[src/shared/fsl_pkg.sv]
// constants shared by the fifo status and transmit length block
package fsl_pkg;
  // ==========================================================================
  // register map
  localparam int unsigned ADDR_W = 5;
  localparam logic [ADDR_W-1:0] TEST_MODE_CONTROL_ADDR = 5'h1B;
  localparam logic [ADDR_W-1:0] FIFO_FILL_STATUS_ADDR = 5'h1C;
  localparam logic [ADDR_W-1:0] TX_COUNT_HIGH_ADDR = 5'h1D;
  localparam logic [ADDR_W-1:0] TX_COUNT_LOW_ADDR = 5'h1E;
  localparam logic [ADDR_W-1:0] FIFO_DATA_ADDR = 5'h1F;
  // ==========================================================================
  // reset values
  localparam logic [7:0] TEST_MODE_CONTROL_RST = 8'h00;
  localparam logic [7:0] TX_COUNT_RST = 8'h00;
  localparam logic [7:0] READ_ZERO = 8'h00;
  // ==========================================================================
  // field positions
  localparam int unsigned CODER_FAST_CLOCK_BIT = 0;
  localparam int unsigned DECODER_TEST_BIT = 1;
  localparam int unsigned IO_TEST_BIT_LO = 2;
  localparam int unsigned IO_TEST_BIT_HI = 3;
  localparam int unsigned RF_AMPLITUDE_TEST_BIT = 7;
  localparam int unsigned STATUS_RESERVED_BIT = 7;
  localparam int unsigned STATUS_HIGH_BIT = 6;
  localparam int unsigned STATUS_LOW_BIT = 5;
  localparam int unsigned STATUS_OVERFLOW_BIT = 4;
  localparam int unsigned FILL_COUNT_BIT3 = 3;
  localparam int unsigned FILL_COUNT_BIT0 = 0;
  localparam logic [7:0] TEST_CLEAR_ON_STOP = 8'h0E;
  // ==========================================================================
  // fifo levels
  localparam int unsigned FIFO_BYTES = 12;
  localparam int unsigned FIFO_HIGH_LEVEL = 9;
  localparam int unsigned FIFO_LOW_LEVEL = 3;
  localparam int unsigned FIFO_WORDS = 16;
endpackage

[src/hdl/fsl_fifo.sv]
// byte fifo with valid and ready on both sides and a fill level
module fsl_fifo #(
  parameter int unsigned WIDTH = 8,
  parameter int unsigned DEPTH = 16
) (
  input wire logic sys_clk,
  input wire logic reset,
  input wire logic clear,
  input wire logic in_valid,
  output logic in_ready,
  input wire logic [WIDTH-1:0] in_data,
  output logic out_valid,
  input wire logic out_ready,
  output logic [WIDTH-1:0] out_data,
  output logic [$clog2(DEPTH+1)-1:0] level
);
  localparam int unsigned PTR_W = $clog2(DEPTH);
  localparam int unsigned LVL_W = $clog2(DEPTH + 1);
  logic [WIDTH-1:0] mem [DEPTH];
  logic [PTR_W-1:0] wr_ptr_reg;
  logic [PTR_W-1:0] rd_ptr_reg;
  logic [LVL_W-1:0] level_reg;
  logic push;
  logic pop;

  assign in_ready = level_reg != LVL_W'(DEPTH);
  assign out_valid = level_reg != '0;
  assign out_data = mem[rd_ptr_reg];
  assign level = level_reg;
  assign push = in_valid && in_ready;
  assign pop = out_valid && out_ready;

  always_ff @(posedge sys_clk) begin
    if (push) begin
      mem[wr_ptr_reg] <= in_data;
    end
  end

  always_ff @(posedge sys_clk or posedge reset) begin
    if (reset) begin
      wr_ptr_reg <= '0;
      rd_ptr_reg <= '0;
      level_reg <= '0;
    end else if (clear) begin
      wr_ptr_reg <= '0;
      rd_ptr_reg <= '0;
      level_reg <= '0;
    end else begin
      if (push) begin
        wr_ptr_reg <= (wr_ptr_reg == PTR_W'(DEPTH - 1)) ? '0 : wr_ptr_reg + 1'b1;
      end
      if (pop) begin
        rd_ptr_reg <= (rd_ptr_reg == PTR_W'(DEPTH - 1)) ? '0 : rd_ptr_reg + 1'b1;
      end
      if (push && !pop) begin
        level_reg <= level_reg + 1'b1;
      end else if (pop && !push) begin
        level_reg <= level_reg - 1'b1;
      end
    end
  end
endmodule // fsl_fifo

[src/hdl/fsl_test_ctrl.sv]
// test mode control register with stop-condition clear
module fsl_test_ctrl (
  input wire logic sys_clk,
  input wire logic reset,
  input wire logic chip_en,
  input wire logic wr_en,
  input wire logic [7:0] wr_data,
  input wire logic host_stop,
  output logic [7:0] ctrl_reg,
  output logic test_mode_reg
);
  logic [7:0] ctrl_next;

  // ==========================================================================
  // next value: write, then stop clears the test bits
  always_comb begin
    ctrl_next = ctrl_reg;
    if (wr_en) begin
      ctrl_next = wr_data;
    end
    if (host_stop) begin
      ctrl_next = ctrl_next & ~fsl_pkg::TEST_CLEAR_ON_STOP;
    end
  end

  always_ff @(posedge sys_clk or posedge reset) begin
    if (reset) begin
      ctrl_reg <= fsl_pkg::TEST_MODE_CONTROL_RST;
      test_mode_reg <= 1'b0;
    end else if (!chip_en) begin
      ctrl_reg <= fsl_pkg::TEST_MODE_CONTROL_RST;
      test_mode_reg <= 1'b0;
    end else begin
      ctrl_reg <= ctrl_next;
      // held until a stop or a host write clears the bits, or chip_en goes low
      test_mode_reg <= ctrl_next[fsl_pkg::DECODER_TEST_BIT]
        || ctrl_next[fsl_pkg::IO_TEST_BIT_LO]
        || ctrl_next[fsl_pkg::IO_TEST_BIT_HI];
    end
  end
endmodule // fsl_test_ctrl

[src/hdl/fsl_top.sv]
// fifo status, transmit length and test mode registers of the reader

module fsl_top #(
  parameter int unsigned DATA_W = 8,
  parameter int unsigned FIFO_DEPTH = fsl_pkg::FIFO_WORDS,
  parameter int unsigned FIFO_CAP = fsl_pkg::FIFO_BYTES
) (
  input wire logic sys_clk,
  input wire logic reset,
  input wire logic chip_en,
  input wire logic [fsl_pkg::ADDR_W-1:0] reg_addr,
  input wire logic reg_wr,
  input wire logic reg_rd,
  input wire logic [DATA_W-1:0] reg_wdata,
  output logic [DATA_W-1:0] reg_rdata,
  output logic reg_rvalid,
  input wire logic host_stop,
  input wire logic tx_active,
  input wire logic rx_active,
  input wire logic tx_eof,
  input wire logic rx_byte_valid,
  input wire logic [DATA_W-1:0] rx_byte,
  output logic rx_byte_ready,
  input wire logic tx_pull,
  output logic [DATA_W-1:0] tx_byte,
  output logic tx_byte_valid,
  output logic [11:0] tx_count,
  output logic [3:0] tx_broken_info,
  output logic test_mode,
  output logic coder_fast_clock,
  output logic decoder_test,
  output logic [1:0] io_test,
  output logic rf_amplitude_test,
  output logic fifo_high,
  output logic fifo_low,
  output logic fifo_overflow
);
  localparam int unsigned LVL_W = $clog2(FIFO_DEPTH + 1);

  // ==========================================================================
  // declarations
  logic [7:0] test_ctrl_reg;
  logic test_mode_reg;
  logic [7:0] tx_count_high_reg;
  logic [7:0] tx_count_low_reg;
  logic [DATA_W-1:0] reg_rdata_reg;
  logic reg_rvalid_reg;
  logic rx_byte_ready_reg;
  logic [DATA_W-1:0] tx_byte_reg;
  logic tx_byte_valid_reg;
  logic fifo_high_reg;
  logic fifo_low_reg;
  logic fifo_overflow_reg;
  logic [LVL_W-1:0] level;
  logic [LVL_W:0] level_next;
  logic fifo_in_ready;
  logic fifo_out_valid;
  logic [DATA_W-1:0] fifo_out_data;
  logic room;
  logic sel_test;
  logic sel_status;
  logic sel_high;
  logic sel_low;
  logic sel_fifo;
  logic host_fifo_wr;
  logic host_fifo_rd;
  logic push_req;
  logic push;
  logic [DATA_W-1:0] push_data;
  logic pop_req;
  logic pop;
  logic [3:0] fill_field;
  logic [7:0] status_value;
  logic wr_test;
  logic wr_high;
  logic wr_low;
  logic rd_status;
  logic rd_fifo_data;
  logic overflow_event;
  logic tx_pop;
  logic [DATA_W-1:0] rdata_next;

  // ==========================================================================
  // address decode
  assign sel_test = reg_addr == fsl_pkg::TEST_MODE_CONTROL_ADDR;
  assign sel_status = reg_addr == fsl_pkg::FIFO_FILL_STATUS_ADDR;
  assign sel_high = reg_addr == fsl_pkg::TX_COUNT_HIGH_ADDR;
  assign sel_low = reg_addr == fsl_pkg::TX_COUNT_LOW_ADDR;
  assign sel_fifo = reg_addr == fsl_pkg::FIFO_DATA_ADDR;

  // ==========================================================================
  // host access events
  assign wr_test = reg_wr && sel_test;
  assign wr_high = reg_wr && sel_high;
  assign wr_low = reg_wr && sel_low;
  assign rd_status = reg_rd && sel_status;
  // a byte reaches the host only when the host owns the read side
  assign rd_fifo_data = host_fifo_rd && pop;
  // only host bytes count as overflow; receive bytes are held off instead
  assign overflow_event = host_fifo_wr && !(room && fifo_in_ready);
  assign tx_pop = tx_active && pop;

  // ==========================================================================
  // test mode control
  fsl_test_ctrl u_test_ctrl (
    .sys_clk(sys_clk),
    .reset(reset),
    .chip_en(chip_en),
    .wr_en(wr_test),
    .wr_data(reg_wdata[7:0]),
    .host_stop(host_stop),
    .ctrl_reg(test_ctrl_reg),
    .test_mode_reg(test_mode_reg)
  );

  assign test_mode = test_mode_reg;
  // encoders switch to the fast clock outside this block
  assign coder_fast_clock = test_ctrl_reg[fsl_pkg::CODER_FAST_CLOCK_BIT];
  assign decoder_test = test_ctrl_reg[fsl_pkg::DECODER_TEST_BIT];
  assign io_test = {test_ctrl_reg[fsl_pkg::IO_TEST_BIT_HI],
                    test_ctrl_reg[fsl_pkg::IO_TEST_BIT_LO]};
  assign rf_amplitude_test = test_ctrl_reg[fsl_pkg::RF_AMPLITUDE_TEST_BIT];

  // ==========================================================================
  // fifo source and sink selection
  // the direction inputs pick one owner per side, so the host cannot
  // corrupt a frame in flight
  // room caps the store at twelve of its sixteen words, so in_ready
  // never decides alone whether a byte is taken
  assign room = level < LVL_W'(FIFO_CAP);
  assign host_fifo_wr = reg_wr && sel_fifo && !rx_active;
  assign host_fifo_rd = reg_rd && sel_fifo && !tx_active;

  always_comb begin
    if (rx_active) begin
      push_req = rx_byte_valid && rx_byte_ready_reg && room;
      push_data = rx_byte;
    end else begin
      push_req = host_fifo_wr && room;
      push_data = reg_wdata;
    end
  end

  assign pop_req = tx_active ? tx_pull : host_fifo_rd;
  assign push = push_req && fifo_in_ready;
  assign pop = pop_req && fifo_out_valid;

  always_comb begin
    level_next = {1'b0, level};
    if (push && !pop) begin
      level_next = level_next + 1'b1;
    end else if (pop && !push) begin
      level_next = level_next - 1'b1;
    end
  end

  fsl_fifo #(
    .WIDTH(DATA_W),
    .DEPTH(FIFO_DEPTH)
  ) u_fifo (
    .sys_clk(sys_clk),
    .reset(reset),
    .clear(!chip_en),
    .in_valid(push_req),
    .in_ready(fifo_in_ready),
    .in_data(push_data),
    .out_valid(fifo_out_valid),
    .out_ready(pop_req),
    .out_data(fifo_out_data),
    .level(level)
  );

  // ==========================================================================
  // receive back-pressure
  // ready is registered from the next level so a byte arriving on
  // the last free slot still lands; costs one cycle of slack
  always_ff @(posedge sys_clk or posedge reset) begin
    if (reset) begin
      rx_byte_ready_reg <= 1'b0;
    end else if (!chip_en) begin
      rx_byte_ready_reg <= 1'b0;
    end else begin
      rx_byte_ready_reg <= rx_active && (level_next < (LVL_W + 1)'(FIFO_CAP));
    end
  end

  assign rx_byte_ready = rx_byte_ready_reg;

  // ==========================================================================
  // transmit byte hand-out
  // registered, so the encoder sees its byte one cycle after the pull
  always_ff @(posedge sys_clk or posedge reset) begin
    if (reset) begin
      tx_byte_reg <= '0;
      tx_byte_valid_reg <= 1'b0;
    end else if (!chip_en) begin
      tx_byte_reg <= '0;
      tx_byte_valid_reg <= 1'b0;
    end else begin
      tx_byte_valid_reg <= tx_pop;
      if (tx_pop) begin
        tx_byte_reg <= fifo_out_data;
      end
    end
  end

  assign tx_byte = tx_byte_reg;
  assign tx_byte_valid = tx_byte_valid_reg;

  // ==========================================================================
  // level flags
  // taken from the next level so they agree with the fill field of the same cycle
  always_ff @(posedge sys_clk or posedge reset) begin
    if (reset) begin
      fifo_high_reg <= 1'b0;
      fifo_low_reg <= 1'b0;
    end else if (!chip_en) begin
      fifo_high_reg <= 1'b0;
      fifo_low_reg <= 1'b0;
    end else begin
      fifo_high_reg <= rx_active
        && (level_next >= (LVL_W + 1)'(fsl_pkg::FIFO_HIGH_LEVEL));
      fifo_low_reg <= tx_active
        && (level_next <= (LVL_W + 1)'(fsl_pkg::FIFO_LOW_LEVEL));
    end
  end

  assign fifo_high = fifo_high_reg;
  assign fifo_low = fifo_low_reg;

  // ==========================================================================
  // overflow flag
  // sticky; a status read clears it, a new overflow in that cycle wins
  always_ff @(posedge sys_clk or posedge reset) begin
    if (reset) begin
      fifo_overflow_reg <= 1'b0;
    end else if (!chip_en) begin
      fifo_overflow_reg <= 1'b0;
    end else if (overflow_event) begin
      fifo_overflow_reg <= 1'b1;
    end else if (rd_status) begin
      fifo_overflow_reg <= 1'b0;
    end
  end

  assign fifo_overflow = fifo_overflow_reg;

  // ==========================================================================
  // transmit length registers
  // a host write in the same cycle as the frame end is kept
  always_ff @(posedge sys_clk or posedge reset) begin
    if (reset) begin
      tx_count_high_reg <= fsl_pkg::TX_COUNT_RST;
    end else if (!chip_en) begin
      tx_count_high_reg <= fsl_pkg::TX_COUNT_RST;
    end else if (wr_high) begin
      tx_count_high_reg <= reg_wdata[7:0];
    end else if (tx_eof) begin
      tx_count_high_reg <= fsl_pkg::TX_COUNT_RST;
    end
  end

  always_ff @(posedge sys_clk or posedge reset) begin
    if (reset) begin
      tx_count_low_reg <= fsl_pkg::TX_COUNT_RST;
    end else if (!chip_en) begin
      tx_count_low_reg <= fsl_pkg::TX_COUNT_RST;
    end else if (wr_low) begin
      tx_count_low_reg <= reg_wdata[7:0];
    end else if (tx_eof) begin
      tx_count_low_reg <= fsl_pkg::TX_COUNT_RST;
    end
  end

  // high register carries bits 11..4, low nibble of count in low register
  assign tx_count = {tx_count_high_reg, tx_count_low_reg[7:4]};
  assign tx_broken_info = tx_count_low_reg[3:0];

  // ==========================================================================
  // status value
  // an empty fifo shows zero, the same as one byte; the level flags
  // cannot tell the two apart, only the fifo read does
  assign fill_field = (level == '0) ? 4'h0 : 4'(level - 1'b1);

  always_comb begin
    status_value = fsl_pkg::READ_ZERO;
    status_value[fsl_pkg::STATUS_RESERVED_BIT] = 1'b0;
    status_value[fsl_pkg::STATUS_HIGH_BIT] = fifo_high_reg;
    status_value[fsl_pkg::STATUS_LOW_BIT] = fifo_low_reg;
    status_value[fsl_pkg::STATUS_OVERFLOW_BIT] = fifo_overflow_reg;
    status_value[fsl_pkg::FILL_COUNT_BIT3:fsl_pkg::FILL_COUNT_BIT0] = fill_field;
  end

  // ==========================================================================
  // register read select
  // unmapped addresses, an empty fifo and an encoder-owned fifo read zero;
  // a fifo byte is shown only when this read really pops it
  always_comb begin
    rdata_next = fsl_pkg::READ_ZERO;
    if (sel_test) begin
      rdata_next = test_ctrl_reg;
    end else if (sel_status) begin
      rdata_next = status_value;
    end else if (sel_high) begin
      rdata_next = tx_count_high_reg;
    end else if (sel_low) begin
      rdata_next = tx_count_low_reg;
    end else if (rd_fifo_data) begin
      rdata_next = fifo_out_data;
    end
  end

  // ==========================================================================
  // register read port
  always_ff @(posedge sys_clk or posedge reset) begin
    if (reset) begin
      reg_rdata_reg <= '0;
      reg_rvalid_reg <= 1'b0;
    end else begin
      reg_rvalid_reg <= reg_rd;
      if (reg_rd) begin
        reg_rdata_reg <= rdata_next;
      end
    end
  end

  assign reg_rdata = reg_rdata_reg;
  assign reg_rvalid = reg_rvalid_reg;
endmodule // fsl_top

[config.mk]
export PLATFORM = sky130hd
export DESIGN_NAME = fsl_top
export DESIGN_NICKNAME = d
export VERILOG_FILES = /design/src/shared/fsl_pkg.sv /design/src/hdl/fsl_fifo.sv /design/src/hdl/fsl_test_ctrl.sv /design/src/hdl/fsl_top.sv
export SDC_FILE = /design/constraint.sdc
export NUM_CORES = 1
export LEC_CHECK = 0
export ABC_AREA = 0
export BUFFER_PORTS_ARGS = -buffer_cell sky130_fd_sc_hd__buf_2
export CELL_PAD_IN_SITES_DETAIL_PLACEMENT = 1
export CELL_PAD_IN_SITES_GLOBAL_PLACEMENT = 1
export CORE_MARGIN = 1
export CORE_UTILIZATION = 35
export DETAILED_ROUTE_END_ITERATION = 16
export GPL_ROUTABILITY_DRIVEN = 1
export GPL_TIMING_DRIVEN = 1
export MAX_ROUTING_LAYER = met4
export PLACE_DENSITY_LB_ADDON = 0.05
export SLEW_MARGIN = 20
export SYNTH_ARGS = -nofsm -noshare
export SYNTH_HDL_FRONTEND = slang
export SYNTH_SLANG_ARGS = --single-unit
[constraint.sdc]
create_clock -name sys_clk -period 5.35 [get_ports sys_clk]
set_input_delay 0.8025 -clock sys_clk [delete_from_list [all_inputs] [get_ports sys_clk]]
set_output_delay 0.8025 -clock sys_clk [all_outputs]
set_load 0.02 [all_outputs]
* After elaboration in Yosys (flattened, before gate mapping)
Memories as Yosys holds them, arrays and structs flattened. Cells that the tools add are included.
Storage, ports and cells: bits in registers 60, bits in writable memories 128, logic and storage cells 112, memories kept 1
Memory list:
- u_fifo.mem | depth 16, bits a word 8, read ports 1, clocked after Yosys merged registers in 0, write ports 1, RTL line fsl_fifo.sv:19 | logic [WIDTH-1:0] mem [DEPTH];
Operators by class: add/sub/neg operators 6, order comparisons 4, equality and inequality tests 15, muxes and demuxes 40, reductions and logical operators 31
Operator list (count):
- $mux W8 | 15
- $mux W4 | 8
- $eq A5 B5 Y1 const B | 5
- $logic_and A1 B1 Y1 | 22
- $mux W5 | 3
- $mux W1 | 12
- $mux W6 | 2
- $ne A3 B1 Y1 const B | 4
- $add A4 B1 Y4 const B | 2
- $eq A4 B4 Y1 const B | 2
- $add A5 B1 Y6 const B | 1
- $ge A6 B4 Y1 const B | 1
- $le A6 B2 Y1 const B | 1
- $lt A6 B4 Y1 const B | 1
- $ne A2 B1 Y1 const B | 3
- $sub A5 B1 Y6 const B | 1
- $add A5 B1 Y5 const B | 1
- $logic_not A1 Y1 | 5
- $logic_not A5 Y1 | 1
- $lt A5 B4 Y1 const B | 1
- $ne A5 B5 Y1 const B | 1
- $reduce_bool A5 Y1 | 1
- $sub A5 B1 Y5 const B | 1
- $logic_or A1 B1 Y1 | 2

* Logic depth before layout (Yosys ltp)
word-level depth 13, gate-level depth with buffers 8, gate-level depth less buffers 8

* Cells and area by module
Synthesis repeated with hierarchy kept, for this count alone.
Unflattened totals: cells, all modules 567, area total of the unflattened synthesis 8570.7 sq um
By module, submodules not included:
- fsl_fifo | times used 1, cells each 302, area an instance 5960.7 sq um, sequential area each 4169.0 sq um
- fsl_top | times used 1, cells each 236, area an instance 2234.6 sq um, sequential area each 950.9 sq um
- fsl_test_ctrl | times used 1, cells each 29, area an instance 375.4 sq um, sequential area each 225.2 sq um

* Worst setup path after synthesis
No wires, ideal clock.
path kind input-to-reg, from in reg_wr, to reg fifo_high_reg, in the netlist fifo_high, library setup time 99 ps, arrival time 2310 ps, required time 5251 ps, path slack 2940 ps, cell stages on the path 8, buffers on the path 2, cells stage by stage clkbuf_1 nand3b_1 o21ai_2 and2_1 buf_2 xnor2_1 a211o_1 a311oi_1
Between the ends: longest elaborated chain between the ends 12, elaborated cells between the ends (all ways) 13, classes of those cells order compare: 1; mux: 4; reduce/logical: 8
Ends and longest elaborated chain:
- start: declaration | RTL line fsl_top.sv:12 | input wire logic reg_wr,
- $logic_and A1 B1 Y1 (*) (2 in series) | RTL line fsl_top.sv:131 | assign host_fifo_wr = reg_wr && sel_fifo && !rx_active;
- $logic_and A1 B1 Y1 (*) | RTL line fsl_top.sv:139 | push_req = host_fifo_wr && room;
- $mux W1 (*) | RTL line fsl_top.sv:135 | if (rx_active) begin
- $logic_and A1 B1 Y1 (*) | RTL line fsl_top.sv:145 | assign push = push_req && fifo_in_ready;
- $logic_not A1 Y1 | RTL line fsl_top.sv:152 | end else if (pop && !push) begin
- $logic_and A1 B1 Y1 | RTL line fsl_top.sv:152
- $mux W6 | RTL line fsl_top.sv:152
- $mux W6 (*) | RTL line fsl_top.sv:150 | if (push && !pop) begin
- $ge A6 B4 Y1 (*) | RTL line fsl_top.sv:222 | && (level_next >= (LVL_W + 1)'(fsl_pkg::FIFO_HIGH_LEVEL));
- $logic_and A1 B1 Y1 (*) | RTL line fsl_top.sv:222
- $mux W1 (*) | RTL line fsl_top.sv:217 | end else if (!chip_en) begin
- end signal: assignment | RTL line fsl_top.sv:221 | fifo_high_reg <= rx_active
- end: declaration | RTL line fsl_top.sv:51 | logic fifo_high_reg;
Every way passes the cells marked *; elsewhere a longest branch is shown, timed or not. A chain may end at the register's enable or synchronous reset.

* Worst setup path in the final report
from reg u_fifo.rd_ptr_reg[0], to reg reg_rdata_reg[2], in the netlist reg_rdata[2]
Between the ends: longest elaborated chain between the ends 6
Ends and longest elaborated chain:
- start: declaration | RTL line fsl_fifo.sv:21 | logic [PTR_W-1:0] rd_ptr_reg;
- start signal: assignment | RTL line fsl_fifo.sv:53 | rd_ptr_reg <= (rd_ptr_reg == PTR_W'(DEPTH - 1)) ? '0 : rd_ptr_reg + 1'b1;
- $mem_v2 Z16 W8
- $mux W8 | RTL line fsl_top.sv:308 | end else if (rd_fifo_data) begin
- $mux W8 | RTL line fsl_top.sv:306 | end else if (sel_low) begin
- $mux W8 | RTL line fsl_top.sv:304 | end else if (sel_high) begin
- $mux W8 | RTL line fsl_top.sv:302 | end else if (sel_status) begin
- $mux W8 | RTL line fsl_top.sv:300 | if (sel_test) begin
- end signal: assignment | RTL line fsl_top.sv:322 | reg_rdata_reg <= rdata_next;
- end: declaration | RTL line fsl_top.sv:46 | logic [DATA_W-1:0] reg_rdata_reg;
No other way between the ends.

==> metrics <==
status finished, final reports clean; DRC 0; Synth Flop Type edfxtp_1; Initial Util 0.360; CTS resizes 0; drt pass-1 iters 6; Post-synth EDFFs 128; register area 5350 sq um; setup TNS 0 ns; Tcrit/Tclk final 0.575; Fin Clk Skew 0.0128 ns; most common cell after layout, fill and taps aside edfxtp_1; WL per Instance 24.7 um; first-pass GRT wire length roughly 35 mm; Syn Nets 568; routed vias/inst approximately 5.4; CTS clk-pin slew, worst paths ~0.07 ns; GPL Wtd Cong 0.808; FILL cells approximately 2300; largest net degree at the start of global routing 47; Data arrival, critical path 3.39 ns; Tmin final 3.08 ns; P&R area growth vs syn 14.6%; worst slew pin tran just under 1 ns; CP Launch Type register; clk sink count 188; nets between 600 and 700; register area share after synthesis 0.652; CP Max Fanout 20; All-Layer GR Usage 0.207; most flop-heavy register u_fifo.mem; crit path kind register to register; Final Hold Vio Count 0; Die Area 24000 sq um; total leakage power approximately 3.4 nW; GRT overflow 0; via count around 5000; Synth async-reset ratio 0.319; number of flip-flops in the largest register ~130; fin. max-slew vios 0; Iteration-0 DRC Markers 320; H-tree depth 4; final WL around 23 mm; FP Rows 55; Multi-input gate area 2680 sq um; Die W ~160 um; TritonCTS clock tree done; clk_lat worst skew ~0.43 ns; Hold Slack ~0.32 ns; Setup Buffers After CTS 0; Hold WC Path Type input port to asynchronous set/reset pin; number of hold buffers added after CTS 0; CP Capture Type register; HPWL Detailed 15.6 mm; Max Cap Viol 0; Slew headroom 0.347; Yosys reg bits 188; PortBufs 75; Cell Area, Synth between 8000 and 9000 sq um; share of cells above drive strength 1 0.268; total CTS buffers 17; Die Span Y 155 um; maximum clock rate 325 MHz; Synth cell types 59; Post-Syn Area per Cell 15.5 sq um; initial antenna violation count 0; most frequent cells in the layout edfxtp_1, buf_2, dfrtp_1; WP data required approximately 5.7 ns; antenna cell count 0; CTS root buffer clkbuf_16; peak supply drop just under 0.0002 V; # setup viols final 0; num ports 76; vias in the first global route about 5200; clk buf depth 2; Syn Inst Count 529; power per cell area 335 nW/um^2; RSZ-0062 raised after global routing false; Final ANT Viol Nets 0; Core Region 22800 sq um; YS warnings 0
[synth_stat cells (all sizes together) (4+ instances only)]
cell / n / share of area
a31oi: 4 / 0.0031
clkbuf: 19 / 0.0087
mux4: 40 / 0.11
ha: 7 / 0.011
a21boi: 17 / 0.016
a221oi: 7 / 0.0082
and2: 19 / 0.014
edfxtp: 128 / 0.47
buf: 10 / 0.0096
nand2: 41 / 0.019
nor2b: 10 / 0.0076
o22a: 4 / 0.0043
a22o: 8 / 0.0085
nor3: 5 / 0.0031
nand2b: 4 / 0.0031
nand3: 9 / 0.0055
o21ai: 13 / 0.0084
a21oi: 14 / 0.0085
mux2: 8 / 0.011
o211ai: 5 / 0.0046
and3: 10 / 0.0076
inv: 7 / 0.0032
dfrtp: 60 / 0.18
mux2i: 6 / 0.0073
nand3b: 9 / 0.0082
xnor2: 8 / 0.0085
nor2: 18 / 0.0092
nor3b: 10 / 0.0098
[final timing paths]
kind,from,end,slack (ns),cells after the start
worst min register to register,tx_byte[0]$_DFFE_PP0P_,tx_byte[0]$_DFFE_PP0P_,0.50,1
worst max register to register,u_fifo.rd_ptr_reg[0]$_DFFE_PP0P_,reg_rdata[2]$_DFFE_PP0P_,2.27,6
worst max-delay path,u_fifo.rd_ptr_reg[0]$_DFFE_PP0P_,reg_rdata[2]$_DFFE_PP0P_,2.27,6
worst min-delay path,reset,tx_count_high_reg[4]$_DFFE_PP0P_,0.32,2
min in group sys_clk,tx_byte[0]$_DFFE_PP0P_,tx_byte[0]$_DFFE_PP0P_,0.50,1
max in group asynchronous,reset,u_fifo.rd_ptr_reg[0]$_DFFE_PP0P_,4.01,3
[metrics by stage]
step                      utilization  worst slack [ns]  power (mW)  instances  instance area [sq um]
after floorplan                     -              2.94        1.87        529                   8200
after global placement          0.388              2.22        1.98        892                   8850
after detailed placement        0.388              2.18        1.98        892                   8850
after CTS                       0.412              2.17        3.17        924                   9390
after global routing            0.412              2.06        3.25        924                   9390
final                           0.412              2.27        3.14        924                   9390
[worst max-delay path, stage by stage (launching register included)]
cell	delay (ns)
dfrtp_2	0.79
buf_4	0.50
mux4_2	0.57
mux4_2	0.54
a221oi_1	0.30
nor2_1	0.09
o22a_1	0.16
[per-layer routing]
layer | vias to the layer above | GRT usage | part of all wire
met4 | 0 | 0.0533 | 0.011
met3 | 19 | 0.0345 | 0.036
met2 | 101 | 0.309 | 0.47
met5 | - | - | 0
met1 | 2652 | 0.294 | 0.48
li1 | 2197 | - | -
[where the power goes]
part           total [mW]  switching [mW]  internal [mW]  leakage (nW)
clock network        1.20           0.557          0.641         0.255
logic               0.324           0.192          0.132          1.18
registers            1.62          0.0362           1.58          1.97
[kinds of logic (layout without fill, tap and decap cells)]
logic type / after synthesis / count (layout) / share of synthesized area
buffers and inverters: 36 / 118 / 0.0215
muxes: 54 / 54 / 0.128
DFF: 188 / 188 / 0.652
AOI/OAI and AO/OA: 89 / 89 / 0.0789
and+or+nand+nor: 146 / 146 / 0.0991
xor gates and xnor gates: 9 / 9 / 0.00962
adders and majority gates: 7 / 7 / 0.0107
[area by class of cell]
type                            instances  area share
Sequential cell                       188       0.569
Multi-Input combinational cell        305       0.285
Clock buffer                           18      0.0457
Timing Repair Buffer                   79      0.0432
Tap cell                              313      0.0417
Clock inverter                         14      0.0127
Inverter                                7     0.00280
Note: power is estimated with default switching activity, not from simulation.
